$ cat src/inc/tcirq_defines.svh
// Purpose: constants for the transmit cell interrupt path
// Assumes: 16-bit register addresses, 8-bit register data
// Notes: per-channel source registers sit at {channel nibble, low offset}
`ifndef TCIRQ_DEFINES_SVH
`define TCIRQ_DEFINES_SVH

// number of transmit cell processor channels
`define TCIRQ_NCHAN 4

// common register addresses
`define TCIRQ_ADDR_BLK_STS_HI 16'h0012
`define TCIRQ_ADDR_BLK_STS_LO 16'h0013
`define TCIRQ_ADDR_BLK_EN_LO 16'h0017
`define TCIRQ_ADDR_CHAN_IND 16'h0122

// per-channel source registers: high nibble selects the channel
`define TCIRQ_OFS_SRC_STS 12'hF0B
`define TCIRQ_OFS_SRC_EN 12'hF0F
`define TCIRQ_CHAN_NIB_BASE 4'h1

// block enable / status byte 0 bit positions
`define TCIRQ_BLK_RX_ATM 7
`define TCIRQ_BLK_RX_TOH 6
`define TCIRQ_BLK_RX_POH 5
`define TCIRQ_BLK_RX_PPP 4
`define TCIRQ_BLK_TX_ATM 3
`define TCIRQ_BLK_TX_PPP 0
`define TCIRQ_BLK_EN_WMASK 8'hF9

// block status byte 1
`define TCIRQ_BLK_OPCTL 7

// source enable / status bit positions
`define TCIRQ_SRC_CELL_EXT 5
`define TCIRQ_SRC_CELL_INS 4
`define TCIRQ_SRC_EXT_OVF 3
`define TCIRQ_SRC_INS_OVF 2
`define TCIRQ_SRC_HEC_ERR 1
`define TCIRQ_SRC_PAR_ERR 0
`define TCIRQ_SRC_WMASK 8'h3F

// reset value of every enable and status register
`define TCIRQ_REG_RST 8'h00

`endif

$ cat src/inc/tcirq_pkg.sv
// Purpose: types shared by the transmit cell interrupt path
// Assumes: tcirq_defines.svh holds the numbers
// Notes: register selector produced by the address decode
package tcirq_pkg;

    // which register an address points at
    typedef enum logic [2:0] {
        TCIRQ_REG_NONE,
        TCIRQ_REG_BLK_STS_HI,
        TCIRQ_REG_BLK_STS_LO,
        TCIRQ_REG_BLK_EN,
        TCIRQ_REG_CHAN_IND,
        TCIRQ_REG_SRC_STS,
        TCIRQ_REG_SRC_EN
    } tcirq_reg_t;

endpackage : tcirq_pkg

$ cat src/design/tcirq_chan.sv
// Purpose: one channel's source enable and reset-upon-read source status
// Assumes: event inputs are one-cycle pulses on i_clk
// Notes: status latches regardless of enable; enable only gates pending
`timescale 1ns/1ps
`include "tcirq_defines.svh"

module tcirq_chan import tcirq_pkg::*; (
    input wire logic i_clk,
    input wire logic i_nrst,
    input wire logic i_en_wr,
    input wire logic [7:0] i_wdata,
    input wire logic i_sts_rd,
    input wire logic i_cell_ext,
    input wire logic i_cell_ins,
    input wire logic i_ext_ovf,
    input wire logic i_ins_ovf,
    input wire logic i_hec_err,
    input wire logic i_par_err,
    output logic [7:0] o_en,
    output logic [7:0] o_sts,
    output logic o_pend
);

    // incoming causes gathered in register bit order
    wire logic [7:0] evt = {2'b00, i_cell_ext, i_cell_ins, i_ext_ovf, i_ins_ovf, i_hec_err, i_par_err};
    // read clears everything, but a same-cycle event survives
    wire logic [7:0] keep = i_sts_rd ? 8'h00 : o_sts;
    wire logic [7:0] next_sts = keep | evt;
    wire logic [7:0] next_en = i_wdata & `TCIRQ_SRC_WMASK;

    // source enable, bits 7:6 stay zero
    always_ff @(posedge i_clk or negedge i_nrst) begin
        if (!i_nrst) begin
            o_en <= `TCIRQ_REG_RST;
        end else if (i_en_wr) begin
            o_en <= next_en;
        end
    end

    // sticky cause bits
    always_ff @(posedge i_clk or negedge i_nrst) begin
        if (!i_nrst) begin
            o_sts <= `TCIRQ_REG_RST;
        end else begin
            o_sts <= next_sts;
        end
    end

    // pending when an enabled cause is latched
    assign o_pend = |(o_sts & o_en);
endmodule : tcirq_chan

$ cat src/design/tcirq_top.sv
// Purpose: two-level interrupt path for transmit cell insertion and its sibling causes
// Assumes: register strobes and event pulses come from logic on i_clk
// Notes: read data appears on o_rdata one cycle after i_rd
//
// Functional notes
// - block enable byte: six writable bits, 2:1 read-only
// - source enable: six cause enables, 7:6 read-only
// - enabled cell insertion raises interrupt per inserted cell
// - block status byte 0 mirrors enable map, read-only
// - block status byte 1 reports control block, bit 7
// - channel indicator flags pending channels in bits 3:0
// - source status bit 4 set, cleared on read
`timescale 1ns/1ps
`include "tcirq_defines.svh"

module tcirq_top import tcirq_pkg::*; (
    input wire logic i_clk,
    input wire logic i_nrst,
    input wire logic [15:0] i_addr,
    input wire logic [7:0] i_wdata,
    input wire logic i_wr,
    input wire logic i_rd,
    input wire logic [3:0] i_cell_ext,
    input wire logic [3:0] i_cell_ins,
    input wire logic [3:0] i_ext_ovf,
    input wire logic [3:0] i_ins_ovf,
    input wire logic [3:0] i_hec_err,
    input wire logic [3:0] i_par_err,
    input wire logic i_rx_atm_irq,
    input wire logic i_rx_toh_irq,
    input wire logic i_rx_poh_irq,
    input wire logic i_rx_ppp_irq,
    input wire logic i_tx_ppp_irq,
    input wire logic i_opctl_irq,
    output logic [7:0] o_rdata,
    output logic o_irq
);

    // map an address onto a register selector
    function automatic tcirq_reg_t reg_decode(input logic [15:0] a);
        logic [3:0] nib;
        logic chan_hit;
        nib = a[15:12] - `TCIRQ_CHAN_NIB_BASE;
        chan_hit = (a[15:12] >= `TCIRQ_CHAN_NIB_BASE) && (nib < 4'(`TCIRQ_NCHAN));
        if (a == `TCIRQ_ADDR_BLK_STS_HI) begin
            return TCIRQ_REG_BLK_STS_HI;
        end else if (a == `TCIRQ_ADDR_BLK_STS_LO) begin
            return TCIRQ_REG_BLK_STS_LO;
        end else if (a == `TCIRQ_ADDR_BLK_EN_LO) begin
            return TCIRQ_REG_BLK_EN;
        end else if (a == `TCIRQ_ADDR_CHAN_IND) begin
            return TCIRQ_REG_CHAN_IND;
        end else if (chan_hit && a[11:0] == `TCIRQ_OFS_SRC_STS) begin
            return TCIRQ_REG_SRC_STS;
        end else if (chan_hit && a[11:0] == `TCIRQ_OFS_SRC_EN) begin
            return TCIRQ_REG_SRC_EN;
        end else begin
            return TCIRQ_REG_NONE;
        end
    endfunction : reg_decode

    // channel index carried in the high address nibble
    function automatic logic [1:0] chan_of(input logic [15:0] a);
        logic [3:0] nib;
        nib = a[15:12] - `TCIRQ_CHAN_NIB_BASE;
        return nib[1:0];
    endfunction : chan_of

    // decoded access
    wire tcirq_reg_t sel = reg_decode(i_addr);
    wire logic [1:0] ch_sel = chan_of(i_addr);
    wire logic blk_en_wr = i_wr && (sel == TCIRQ_REG_BLK_EN);

    logic [7:0] blk_en; // block enable byte 0
    logic [7:0] src_en [`TCIRQ_NCHAN]; // per-channel source enables
    logic [7:0] src_sts [`TCIRQ_NCHAN]; // per-channel cause status
    logic [3:0] chan_pend; // per-channel enabled cause pending

    // block enable byte, reserved bits forced low on write
    wire logic [7:0] next_blk_en = i_wdata & `TCIRQ_BLK_EN_WMASK;

    always_ff @(posedge i_clk or negedge i_nrst) begin
        if (!i_nrst) begin
            blk_en <= `TCIRQ_REG_RST;
        end else if (blk_en_wr) begin
            blk_en <= next_blk_en;
        end
    end

    // one enable/status pair per channel
    for (genvar ch = 0; ch < `TCIRQ_NCHAN; ch++) begin : g_chan
        // strobes steered by the channel nibble
        wire logic en_wr = i_wr && (sel == TCIRQ_REG_SRC_EN) && (ch_sel == 2'(ch));
        wire logic sts_rd = i_rd && (sel == TCIRQ_REG_SRC_STS) && (ch_sel == 2'(ch));

        tcirq_chan u_chan (
            .i_clk(i_clk),
            .i_nrst(i_nrst),
            .i_en_wr(en_wr),
            .i_wdata(i_wdata),
            .i_sts_rd(sts_rd),
            .i_cell_ext(i_cell_ext[ch]),
            .i_cell_ins(i_cell_ins[ch]),
            .i_ext_ovf(i_ext_ovf[ch]),
            .i_ins_ovf(i_ins_ovf[ch]),
            .i_hec_err(i_hec_err[ch]),
            .i_par_err(i_par_err[ch]),
            .o_en(src_en[ch]),
            .o_sts(src_sts[ch]),
            .o_pend(chan_pend[ch])
        );
    end

    // channel indicator, upper nibble reads zero
    wire logic [7:0] chan_ind = {4'h0, chan_pend};
    // transmit cell block is pending when any channel is
    wire logic tx_atm_pend = |chan_pend;

    // block status byte 0, same layout as the enable byte
    wire logic [7:0] blk_sts_lo = {i_rx_atm_irq, i_rx_toh_irq, i_rx_poh_irq, i_rx_ppp_irq,
                                   tx_atm_pend, 2'b00, i_tx_ppp_irq};
    // block status byte 1, control block has no enable in this map
    wire logic [7:0] blk_sts_hi = {i_opctl_irq, 7'h00};

    // blocks gated by their enable; control block always passes
    wire logic irq_any = (|(blk_sts_lo & blk_en)) || blk_sts_hi[`TCIRQ_BLK_OPCTL];

    // read multiplexer; unmapped addresses read zero
    logic [7:0] next_rdata;
    always_comb begin
        case (sel)
            TCIRQ_REG_BLK_STS_HI: next_rdata = blk_sts_hi;
            TCIRQ_REG_BLK_STS_LO: next_rdata = blk_sts_lo;
            TCIRQ_REG_BLK_EN: next_rdata = blk_en;
            TCIRQ_REG_CHAN_IND: next_rdata = chan_ind;
            TCIRQ_REG_SRC_STS: next_rdata = src_sts[ch_sel];
            TCIRQ_REG_SRC_EN: next_rdata = src_en[ch_sel];
            default: next_rdata = 8'h00;
        endcase
    end

    // read data captured on the strobe; it is the pre-clear value
    always_ff @(posedge i_clk or negedge i_nrst) begin
        if (!i_nrst) begin
            o_rdata <= 8'h00;
        end else if (i_rd) begin
            o_rdata <= next_rdata;
        end
    end

    // registered interrupt: one cycle of lag buys a glitch-free pin
    always_ff @(posedge i_clk or negedge i_nrst) begin
        if (!i_nrst) begin
            o_irq <= 1'b0;
        end else begin
            o_irq <= irq_any;
        end
    end
endmodule : tcirq_top

$ cat config.mk
export PLATFORM = sky130hd
export DESIGN_NAME = tcirq_top
export DESIGN_NICKNAME = d
export VERILOG_FILES = /design/src/inc/tcirq_pkg.sv /design/src/design/tcirq_chan.sv /design/src/design/tcirq_top.sv
export VERILOG_INCLUDE_DIRS = /design/src /design/src/inc
export SDC_FILE = /design/constraint.sdc
export NUM_CORES = 1
export LEC_CHECK = 0
export ABC_AREA = 0
export BUFFER_PORTS_ARGS = -buffer_cell sky130_fd_sc_hd__buf_2
export CORE_MARGIN = 2
export CORE_UTILIZATION = 59
export DETAILED_ROUTE_END_ITERATION = 8
export GPL_TIMING_DRIVEN = 0
export PLACE_DENSITY = 0.95
export SLEW_MARGIN = 15
export SYNTH_ARGS = -nofsm -noshare
export SYNTH_HDL_FRONTEND = slang
export SYNTH_SLANG_ARGS = --single-unit
export TNS_END_PERCENT = 50
$ cat constraint.sdc
create_clock -name i_clk -period 2.4 [get_ports i_clk]
set_input_delay 0.36 -clock i_clk [delete_from_list [all_inputs] [get_ports i_clk]]
set_output_delay 0.36 -clock i_clk [all_outputs]
set_load 0.01 [all_outputs]
==> impl_metrics.ini <==
[timing]
drv_slew = 0
holdWs_ns = 0.0788
setup_viol = 0
fin_crit_ns = 2.33
final_hold_viol_count = 0
rsz0062_at_grt = true
fmax_mhz = 430
min_period_over_period = 0.970
skew_ns = 0.00647
slew_headroom = 0.473
worst_slew_pin_slew_ns = 0.790

[clock_tree]
insertion_delay_ns = 0.35
clk_pin_slew_ns = 0.07
cts_max_level = 3
cts.sink_count = 63
cts-root-buf = clkbuf_8
cts-buffers-inserted = 9
cts_tree = done
clockBufferDepth = 2

[layout]
nets = 406
multi_input_area_um2 = 1680
seqCellArea_um2 = 1580
antenna_cells = 0
layout-drive-gt1-share = 0.407
area_growth_pct = 22.0
n_fill_cell = 375

[logic_synthesis]
ys_async_sr_fraction = 1.00
syn-num-nets = 324
synth_most_common_cell = dfrtp_1
yosys.area.top_type = dfrtp_1
synth_flop_cell = dfrtp_1
synth_cell_types = 45
ys_ff_latch = 63
syn_avg_cell_area_um2 = 12.5
synth_top_area_share = 0.481
synth_edf_count = 0
synth_cells = 262
synthTopCellsByArea = dfrtp_1, mux2_2, mux4_2
ys_warn_count = 0
ys_top_cells_by_count = dfrtp_1, mux2_2, a21o_1
syn_area_um2 = 3280
ys_seq_area_frac = 0.481

[run_status]
status = finished clean

[pwr]
leakage_uw = 0.00172
power_density_nw_per_um2 = 569
ir_drop_v = 0.000395
finalPower_uw = 2270

[hold_path]
hold_class = input port to async pin

[critical_path]
path_class = input port to flop
critPathLaunchType = input port
endpoint_kind = flop
critPathArrivalTime_ns = 2.55
path_max_fanout = 14
crit_required_ns = 2.63

[detailed_routing]
drt-initial-drc-count = 338
post_drt_wl_per_cell_um = 21.4
viasPerCell = 6.88
ant_nets = 0
vias = 2895
wl_mm = 9.03
drc = 0
first_pass_iters = 5

[floorplan]
fp-row-count = 27
die_h_um = 78.5
io_pins = 67
die_w_um = 78.5
dieArea_um2 = 6160
start_util = 0.602
core_area_um2 = 5440

[place]
gp_congestion = 1.03
dp_hpwl_mm = 6.30
io_buffers = 66

[global_route]
grt_usage = 0.311
grt_pass1_vias = 2877
antenna_found_initial = 0
grt_max_degree = 64
gr-total-overflow = 0
grt_pass1_wl_mm = 14.3

[run]
max-cap-violations = 0
## metal layers
layer  share of wire  vias to the layer above  global-route usage  wire length, µm
li1                -                     1214                   -                -
met3            0.10                       59              0.0943              928
met4           0.048                        0               0.158              433
met2            0.49                      236               0.518             4390
met5               0                        -                   0                0
met1            0.36                     1386               0.364             3280
## layout make-up
class                      count  area share
clock inverter                 6      0.0210
timing repair buffer          72      0.0945
buffer                         5     0.00845
multi-input combinational    187       0.419
sequential                    63       0.394
tap                           72      0.0225
clock buffer                  10      0.0344
inverter                       6     0.00563
## what timing repair did
action	in CTS	in global routing
endpoints found under the setup margin	58	29
hold buffers	0	0
pin swaps	5	1
buffers inserted	5	1
resized for setup	3	1
cloned	0	0
## worst paths after layout
path	start	to	slack, ns	depth (start not counted)
max	i_addr[12]	o_rdata[2]	0.07	8
min	i_nrst	o_rdata[0]	0.08	1
max reg2reg	g_chan[3].u_chan.o_sts[1]	o_rdata[3]	0.48	5
min reg2reg	o_rdata[7]	o_rdata[7]	0.49	1
max in group asynchronous	i_nrst	g_chan[1].u_chan.o_en[3]	1.78	1
min in group i_clk	i_cell_ins[0]	g_chan[0].u_chan.o_sts[4]	0.19	2
## critical path, cell delays in order
cell and delay, ns:
buf_2 0.12, buf_6 0.21, inv_1 0.10, ha_2 0.36
clkbuf_1 0.53, mux4_2 0.43, a222oi_1 0.33, o2bb2ai_1 0.10
## stage by stage
step | area, µm² | setup TNS (ns) | setup slack, ns | util | cells
3_5_place_dp | 3720 | -28.92 | -0.631 | 0.685 | 400
4_1_cts | 3990 | 0 | 0.0633 | 0.734 | 420
2_1_floorplan | 3300 | 0 | 0.00730 | - | 262
5_1_grt | 4000 | -0.0656 | -0.0493 | 0.735 | 421
3_3_place_gp | 3720 | -26.63 | -0.558 | 0.684 | 400
6_report | 4000 | 0 | 0.0732 | 0.735 | 421
## placed cells by master (no fill, tap or decap), types with 2 or more instances in the layout
| cell | n |
|---|---|
| buf_2 | 65 |
| dfrtp_1 | 63 |
| mux2_2 | 32 |
| a21o_1 | 25 |
| a22oi_1 | 18 |
| nand4_1 | 12 |
| nand3_1 | 12 |
| mux4_2 | 12 |
| clkbuf_8 | 10 |
| nand2_1 | 7 |
| buf_4 | 7 |
| nor3_1 | 6 |
| inv_1 | 5 |
| nor2_1 | 5 |
| nor3b_1 | 5 |
| a21oi_1 | 4 |
| o2bb2ai_1 | 4 |
| clkbuf_1 | 3 |
| nor2b_1 | 3 |
| nor4_1 | 3 |
| ha_1 | 3 |
| clkinv_2 | 3 |
| buf_6 | 2 |
| nor4_4 | 2 |
| nor4bb_1 | 2 |
| o211ai_1 | 2 |
| o21ai_0 | 2 |
| o31ai_1 | 2 |
| nor4b_1 | 2 |
| a222oi_1 | 2 |
| a31oi_1 | 2 |
| bufinv_16 | 2 |
## where the power goes
| group | internal (µW) | switching, µW |
|---|---|---|
| Combinational | 72.7 | 112 |
| Sequential | 1060 | 0.461 |
| Clock | 609 | 418 |
## flip-flops by register name, summed over array words and instances, names as in the netlist
name,cells
o_rdata,8
g_chan.u_chan.o_en,24
o_irq,1
blk_en,6
g_chan.u_chan.o_sts,24
## cell families (layout without fill, tap and decap cells)
group                      after synthesis  count (layout)  synth area share
AOI/OAI and AO/OA                       69              69             0.159
adders and majority gates                4               4            0.0153
buffers and inverters                   12              99            0.0183
DFF                                     63              63             0.481
muxes                                   44              44             0.193
and+or+nand+nor                         70              70             0.134
Note: power is estimated with default switching activity, not from simulation.
